[src/logic/hwil_pkg.sv]
package hwil_pkg;

  // Register word offsets on the host port
  localparam logic [15:0] HWIL_OFF_PENDING = 16'h0006;
  localparam logic [15:0] HWIL_OFF_ENABLE  = 16'h000f;
  localparam logic [15:0] HWIL_OFF_OUT_EN  = 16'h0013;

  // Field positions of the lower sources
  localparam int HWIL_BIT_LB_A    = 12;
  localparam int HWIL_BIT_LB_B    = 11;
  localparam int HWIL_BIT_TTM     = 7;
  localparam int HWIL_BIT_APF     = 3;
  localparam int HWIL_BIT_SUMMARY = 2;

  // Writable source bits and reset values
  localparam logic [15:0] HWIL_SRC_MASK    = 16'h1888;
  localparam logic [15:0] HWIL_PEND_RESET  = 16'h0008;
  localparam logic [15:0] HWIL_EN_RESET    = 16'h0000;
  localparam logic [15:0] HWIL_OUT_EN_RESET = 16'h0000;

  // Edges after reset release before the synchronised address is valid
  localparam logic [1:0] HWIL_CAPTURE_CNT = 2'h2;

  // Register access from the host port decoder
  typedef struct packed {
    logic        wr;
    logic        rd;
    logic [15:0] addr;
    logic [15:0] wdata;
  } hwil_req_t;

  // Word handed to a bus encoder
  typedef struct packed {
    logic        valid;
    logic        last;
    logic [15:0] data;
  } hwil_txw_t;

  // Word recovered by a bus decoder, with its check results
  typedef struct packed {
    logic        valid;
    logic        sync_ok;
    logic        manch_ok;
    logic        cnt_ok;
    logic        par_ok;
    logic [15:0] data;
  } hwil_rxw_t;

endpackage

[src/logic/hwil_irq_low.sv]
// Function
// - validate next decoded word after each transmit
// - compare loop-back data on last word
// - bus A loop failure sets bit 12
// - bus B loop failure sets bit 11
// - unused bits always read zero
// - time tag reaching match value sets bit 7
// - even address parity sets bit 3
// - enable registers bits 2-0 read zero
// - bit 2 shows terminal pending summary
// - reset: parity bit one, others zero
// - latch needs enable; pin needs output enable
`timescale 1ns/100ps
module hwil_irq_low (
  input  wire logic               i_mclk,
  input  wire logic               i_rst_b,
  input  wire hwil_pkg::hwil_req_t i_req,
  input  wire hwil_pkg::hwil_txw_t i_tx_a,
  input  wire hwil_pkg::hwil_txw_t i_tx_b,
  input  wire hwil_pkg::hwil_rxw_t i_rx_a,
  input  wire hwil_pkg::hwil_rxw_t i_rx_b,
  input  wire logic               i_ttag_inc,
  input  wire logic [15:0]        i_ttag_value,
  input  wire logic [15:0]        i_ttag_match,
  input  wire logic [4:0]         i_rt_addr,
  input  wire logic               i_rt_addr_par,
  input  wire logic [15:0]        i_rt_pending,
  output logic [15:0]             o_reg_rdata,
  output logic                    o_irq
);
  import hwil_pkg::*;

  // Full word check done by the decoder
  function automatic logic word_ok(input hwil_rxw_t w);
    word_ok = w.sync_ok & w.manch_ok & w.cnt_ok & w.par_ok;
  endfunction

  hwil_txw_t   tx_w   [2];
  hwil_rxw_t   rx_w   [2];
  logic [1:0]  armed_q;
  logic [1:0]  last_q;
  logic [15:0] txd_q  [2];
  logic [1:0]  lb_evt_q;
  logic        ttm_evt_q;
  logic        apf_evt_q;
  logic [15:0] en_q;
  logic [15:0] oen_q;
  logic [15:0] pend_q;
  logic [15:0] pend_d;
  logic [15:0] evt;
  logic [15:0] clr;
  logic [4:0]  addr_s1_q;
  logic [4:0]  addr_s2_q;
  logic        par_s1_q;
  logic        par_s2_q;
  logic [1:0]  cap_cnt_q;

  assign tx_w[0] = i_tx_a;
  assign tx_w[1] = i_tx_b;
  assign rx_w[0] = i_rx_a;
  assign rx_w[1] = i_rx_b;

  // Loop-back checker per bus; index 0 is bus A, 1 is bus B
  for (genvar b = 0; b < 2; b++) begin : g_loop
    always_ff @(posedge i_mclk or negedge i_rst_b) begin
      if (!i_rst_b) begin
        armed_q[b]  <= 1'b0;
        last_q[b]   <= 1'b0;
        txd_q[b]    <= 16'h0000;
        lb_evt_q[b] <= 1'b0;
      end else begin
        lb_evt_q[b] <= 1'b0;
        if (tx_w[b].valid) begin
          armed_q[b] <= 1'b1;
          last_q[b]  <= tx_w[b].last;
          txd_q[b]   <= tx_w[b].data;
        end else if (armed_q[b] && rx_w[b].valid) begin
          // Only the word right after our own transmit is checked
          armed_q[b]  <= 1'b0;
          lb_evt_q[b] <= !word_ok(rx_w[b])
                         || (last_q[b] && (rx_w[b].data != txd_q[b]));
        end
      end
    end
  end

  // Time tag match seen on the increment that lands on the match value
  always_ff @(posedge i_mclk or negedge i_rst_b) begin
    if (!i_rst_b) begin
      ttm_evt_q <= 1'b0;
    end else begin
      ttm_evt_q <= i_ttag_inc && (i_ttag_value == i_ttag_match);
    end
  end

  // Address straps are pins, so they are synchronised before use
  always_ff @(posedge i_mclk or negedge i_rst_b) begin
    if (!i_rst_b) begin
      addr_s1_q <= 5'h00;
      addr_s2_q <= 5'h00;
      par_s1_q  <= 1'b0;
      par_s2_q  <= 1'b0;
    end else begin
      addr_s1_q <= i_rt_addr;
      addr_s2_q <= addr_s1_q;
      par_s1_q  <= i_rt_addr_par;
      par_s2_q  <= par_s1_q;
    end
  end

  // One-shot parity check once the synchroniser has filled after reset
  always_ff @(posedge i_mclk or negedge i_rst_b) begin
    if (!i_rst_b) begin
      cap_cnt_q <= 2'h0;
      apf_evt_q <= 1'b0;
    end else begin
      apf_evt_q <= 1'b0;
      if (cap_cnt_q != 2'h3) begin
        cap_cnt_q <= cap_cnt_q + 2'h1;
      end
      if (cap_cnt_q == HWIL_CAPTURE_CNT) begin
        apf_evt_q <= ~(^{addr_s2_q, par_s2_q});
      end
    end
  end

  // Source events placed at their register positions
  always_comb begin
    evt                   = 16'h0000;
    evt[HWIL_BIT_LB_A]    = lb_evt_q[0];
    evt[HWIL_BIT_LB_B]    = lb_evt_q[1];
    evt[HWIL_BIT_TTM]     = ttm_evt_q;
    evt[HWIL_BIT_APF]     = apf_evt_q;
  end

  // Write-one-to-clear; an event in the same cycle keeps the bit set
  always_comb begin
    clr    = (i_req.wr && i_req.addr == HWIL_OFF_PENDING) ? i_req.wdata : 16'h0000;
    pend_d = ((pend_q & ~clr) | (evt & en_q)) & HWIL_SRC_MASK;
  end

  always_ff @(posedge i_mclk or negedge i_rst_b) begin
    if (!i_rst_b) begin
      pend_q <= HWIL_PEND_RESET;
    end else begin
      pend_q <= pend_d;
    end
  end

  // Enable and output-enable; bits outside the sources never store
  always_ff @(posedge i_mclk or negedge i_rst_b) begin
    if (!i_rst_b) begin
      en_q  <= HWIL_EN_RESET;
      oen_q <= HWIL_OUT_EN_RESET;
    end else if (i_req.wr) begin
      if (i_req.addr == HWIL_OFF_ENABLE) begin
        en_q <= i_req.wdata & HWIL_SRC_MASK;
      end
      if (i_req.addr == HWIL_OFF_OUT_EN) begin
        oen_q <= i_req.wdata & HWIL_SRC_MASK;
      end
    end
  end

  // Read data is registered; the summary is sampled live at the read
  always_ff @(posedge i_mclk or negedge i_rst_b) begin
    if (!i_rst_b) begin
      o_reg_rdata <= 16'h0000;
    end else if (i_req.rd) begin
      unique case (i_req.addr)
        HWIL_OFF_PENDING: o_reg_rdata <= pend_q | {13'h0000, |i_rt_pending, 2'h0};
        HWIL_OFF_ENABLE:  o_reg_rdata <= en_q;
        HWIL_OFF_OUT_EN:  o_reg_rdata <= oen_q;
        default:          o_reg_rdata <= 16'h0000;
      endcase
    end
  end

  // Pin follows pending gated by output-enable; summary has no pin path
  always_ff @(posedge i_mclk or negedge i_rst_b) begin
    if (!i_rst_b) begin
      o_irq <= 1'b0;
    end else begin
      o_irq <= |(pend_q & oen_q);
    end
  end

  // Helper marking the first edge after reset release
  logic seen_q;
  always_ff @(posedge i_mclk or negedge i_rst_b) begin
    if (!i_rst_b) begin
      seen_q <= 1'b0;
    end else begin
      seen_q <= 1'b1;
    end
  end
endmodule // hwil_irq_low

[config.mk]
export PLATFORM = sky130hd
export DESIGN_NAME = hwil_irq_low
export DESIGN_NICKNAME = d
export VERILOG_FILES = /design/src/logic/hwil_pkg.sv /design/src/logic/hwil_irq_low.sv
export SDC_FILE = /design/constraint.sdc
export NUM_CORES = 1
export LEC_CHECK = 0
export ABC_AREA = 0
export BUFFER_PORTS_ARGS = -buffer_cell sky130_fd_sc_hd__buf_2
export CORE_ASPECT_RATIO = 2
export CORE_MARGIN = 3
export CORE_UTILIZATION = 40
export DETAILED_ROUTE_END_ITERATION = 6
export GPL_TIMING_DRIVEN = 0
export PLACE_DENSITY_LB_ADDON = 0.2
export SLEW_MARGIN = 15
export SYNTH_ARGS = -nofsm -noshare
export SYNTH_HDL_FRONTEND = slang
export SYNTH_SLANG_ARGS = --single-unit
[constraint.sdc]
create_clock -name i_mclk -period 1.9 [get_ports i_mclk]
set_clock_uncertainty 0.15 [all_clocks]
set_input_delay 0.285 -clock i_mclk [delete_from_list [all_inputs] [get_ports i_mclk]]
set_output_delay 0.285 -clock i_mclk [all_outputs]
set_load 0.1 [all_outputs]
### Word-level counts from Yosys, hierarchy flattened

Index checks and enable logic that the tools add are counted.

* register bits after elaboration: 83
* output and inout port bits: 17
* input port bits: 169

* bitwise gates (word level): 13
* reduce and logical (&&, ||, !) cells: 17
* multiplexer cells: 11
* add/sub/neg operators: 1
* equal/unequal tests: 8

Operators with widths (count)
* $and 13x13->13: 3
* $pmux 13 s3: 1
* $ne 16x16->1: 2
* $reduce_or 16->1: 2
* $eq 16x16->1: 1
* $eq 16x3->1 const B: 1
* $eq 16x4->1 const B: 1
* $eq 16x5->1 const B: 1
* $mux 13: 1
* $not 13->13: 1
* $or 13x13->13: 1
* $or 13x3->13: 1
* $mux 1: 9
* $and 1x1->1: 6
* $logic_and 1x1->1: 6
* $reduce_xor 6->1: 1
* $reduce_and 2->1: 2
* $reduce_bool 2->1: 2
* $add 2x1->2 const B: 1
* $eq 2x2->1 const B: 1
* $logic_not 1->1: 2
* $logic_or 1x1->1: 2
* $ne 2x2->1 const B: 1
* $not 1->1: 1

### Depth between registers and ports, before layout

* depth in word-level cells: 7
* mapped depth: 5
* gate-level depth less buffers: 4

### Worst setup path before layout

Ideal clock, no wire load.

* kind: input -> register
* start point: input i_req[29] (netlist name)
* end point: register en_q[11]
* setup slack: -0.121 ns
* arrival time: 1.746 ns
* cell stages on the path: 5
* data required time: 1.625 ns
* cells stage by stage: or4_4 nor4_1 and3_1 buf_2 mux2_2

* longest elaborated chain between the ends: 2

Ends and longest elaborated chain
* from (decl): RTL line hwil_irq_low.sv:17 `input wire hwil_pkg::hwil_req_t i_req,`
* $eq 16x4->1: RTL line hwil_irq_low.sv:156 `if (i_req.addr == HWIL_OFF_ENABLE) begin`
* $reduce_and 2->1 (no line)
* to (signal assigned): RTL line hwil_irq_low.sv:157 `en_q <= i_req.wdata & HWIL_SRC_MASK;`
* to (decl): RTL line hwil_irq_low.sv:46 `logic [15:0] en_q;`

No other way between the ends.
A chain may end at the register's enable or synchronous reset.

### Worst setup path after layout

* start point: input i_req[26] (netlist name)
* end point: register en_q[7]

Same word-level chain as after synthesis.

==> flow_metrics.tcl <==
set metrics [dict create \
    clkPwrFrac_pct 49.0 \
    yosys.area.top_type "dfrtp_1" \
    clk_latency_ns 0.33 \
    synthFlopType "dfrtp_1" \
    drive_above_1_share_pct 51.6 \
    crit_buf_inv 2 \
    cp-startpoint "i_req[26]" \
    nets 629 \
    cts_tree "yes" \
    crit_chain "buf_2 -> or4_4 -> nor4_2 -> and3_1 -> buf_6 -> mux2_4" \
    fp.dieH_um 137 \
    reg2reg_depth 4 \
    ioPinCount 186 \
    ys_seq_elements 72 \
    slew_viol_final 0 \
    yosysSeqAreaShare_pct 52.4 \
    dr_total_vias 2742 \
    min_from "i_ttag_inc" \
    cts_sinks 72 \
    ctsHtreeMaxLevel 3 \
    p_seq_share_pct 37.4 \
    start_kind "primary input" \
    outcome "completed" \
    post_cts_resized 0 \
    drc 0 \
    hold_viol 0 \
    synth_top_area_share_pct 51.6 \
    final_cell_mix "buf_2 (160), dfrtp_1 (71), xnor2_1 (50)" \
    drv_cap 0 \
    required_ns 1.97 \
    rows 47 \
    fin_ws_ns 0.0919 \
    place_congestion 0.745 \
    io_buffers 160 \
    power_switching_w 0.00100 \
    path_max_fanout 4 \
    p_leak_nw 2.35 \
    irDropWorstVdd_uv 681 \
    fin_cells 561 \
    dp_hpwl_um 6650 \
    place_inst 537 \
    yosys-top-cells-area "dfrtp_1 (52%), xnor2_1 (13%), mux2_2 (12%), nand4_1 (3.1%), buf_4 (2.4%)" \
    initial_core_util_pct 41.2 \
    end_kind "flip-flop" \
    p_int_w 0.00350 \
    grt_pass1_vias 2948 \
    place_ws_ns -0.308 \
    root_buffer "clkbuf_16" \
    p_per_area_nw_per_um2 913 \
    synth_cell_type_count 35 \
    track_usage_pct 17.0 \
    worstMarginPinSlew_ns 0.694 \
    slowest_delay_ns 0.55 \
    slew_headroom_pct 53.5 \
    first_pass_iters 4 \
    viasPerCell 4.89 \
    endpoint "en_q[7]" \
    r2r-end "evt[11]" \
    fmax_ghz 0.553 \
    setup_viol_count_final 0 \
    insertedDiodeCount 0 \
    cts_buffers 9 \
    swShare_pct 22.2 \
    cp.depth 6 \
    syn_inst 268 \
    timing.final.crit_share_pct 95.2 \
    critical_path.top_delay_family "simple AND/OR/NAND/NOR gates" \
    final_common_cell "buf_2" \
    yosys_warnings 0 \
    grt_start_max_net_pins 59 \
    wl_um 8350 \
    grt_pass1_wl_um 12700 \
    cp_slowest_cell "or4_4" \
    clock_path_buffers 2 \
    overflow 0 \
    dieArea_um2 9820 \
    rrSetupSlack_ns 0.41 \
    place_area_um2 4460 \
    synth_area_um2 3440 \
    critPathArrivalTime_ns 1.88 \
    clkTransAtPathRegs_ns 0.06 \
    area_growth_pct 43.3 \
    period_needed_ns 1.81 \
    drt.antenna.violating_nets 0 \
    rsz0062_at_grt "false" \
    finalInstanceArea_um2 4930 \
    synth-edff-count 0 \
    p_comb_share_pct 13.7 \
    async_reset_ff_share_pct 100 \
    fp.dieW_um 71.6 \
    core_region_area_um2 8350 \
    crit_type "primary input to flip-flop" \
    antenna_found_initial 0 \
    dr.first_iter.drc_count 82 \
    whs_ns 0.0273 \
    hp-class "primary input to flip-flop" \
    r2r-start "txd_q[15]" \
    syn_area_per_cell_um2 12.8 \
    routedWlPerCell_um 14.9 \
]
-- logic make-up (layout without fill, tap and decap cells) --
logic type / Yosys count / after routing / synth area share (%)
XOR/XNOR: 54 / 54 / 13.7
AO/OA/AOI/OAI: 28 / 28 / 6.32
adder cells (fa/ha/maj): 2 / 2 / 0.727
flip-flops: 72 / 72 / 52.4
AND/OR/NAND/NOR: 42 / 42 / 8.32
buffers and inverters: 27 / 212 / 4.22
other: 1 / 11 / 0.109
multiplexers: 42 / 42 / 14.2
-- worst min-delay path, stage by stage --
cell	delay, ns
buf_2	0.09
nand2_1	0.04
nor4_1	0.04
-- layer usage --
metal	global-route usage (%)	routed length, µm	vias up
met4	8.05	218	0
met1	15.2	2710	1286
met5	0	0	-
li1	-	-	1318
met3	4.31	628	15
met2	33.9	4790	123
-- cells in the mapped netlist, types with 4 or more instances --
| cell | instances |
|---|---|
| o22ai_1 | 4 |
| mux2_4 | 4 |
| a22o_1 | 8 |
| clkbuf_1 | 6 |
| xnor2_1 | 50 |
| a32oi_1 | 4 |
| nand2_1 | 5 |
| mux2_2 | 38 |
| dfrtp_1 | 71 |
| buf_4 | 11 |
| nand4_1 | 17 |
| nor4_1 | 7 |
| inv_1 | 8 |
| xor2_1 | 4 |
-- metrics by stage --
step           total power [W]  setup TNS, ns  util [%]
3_5_place_dp           0.00232          -4.06      53.4
3_3_place_gp           0.00229          -4.87      53.1
5_1_grt                0.00466              0      59.1
4_1_cts                0.00455              0      59.0
2_1_floorplan          0.00206         -0.549         -
6_report               0.00450              0      59.1
-- what timing repair did --
item	CTS	global route
hold endpoints to repair	77	0
endpoints found under the setup margin	0	4
setup buffers	0	1
hold buffers	7	0
-- flip-flops by register name, indices dropped and copies added (netlist names) --
signal and cells:
cap_cnt_q 2, par_s2_q 1, txd_q 32, last_q 2, apf_evt_q 1, addr_s1_q 5
oen_q 4, en_q 4, pend_q 4, evt 2, o_irq 1, armed_q 2
o_reg_rdata 5, addr_s2_q 5, par_s1_q 1, ttm_evt_q 1
-- worst min-delay path by stage --
stage                   endpoint  slack (ns)  depth (start not counted)
global placement    addr_s2_q[0]        0.18                          0
finish                 ttm_evt_q        0.03                          3
floorplan           addr_s1_q[0]       -0.16                          0
detailed placement  addr_s2_q[2]        0.01                          1
CTS                     txd_q[5]        0.02                          2
global route           txd_q[20]        0.02                          2
-- power by group through the flow --
stage                     registers [W]  clock network (W)  logic [W]
final                           0.00168            0.00220   0.000616
after global routing            0.00169            0.00229   0.000675
after CTS                       0.00168            0.00224   0.000627
after detailed placement        0.00171                  0   0.000613
after global placement          0.00170                  0   0.000591
after floorplan                 0.00170                  0   0.000363
-- area by class of cell --
type	count	area, µm²
Clock inverter	7	168
Multi-Input combinational cell	179	1550
Timing Repair Buffer	169	908
Buffer	19	121
Sequential cell	72	1800
Clock buffer	9	225
Inverter	8	30.0
Fill cell	721	3420
Tap cell	98	123
Note: power is estimated with default switching activity, not from simulation.
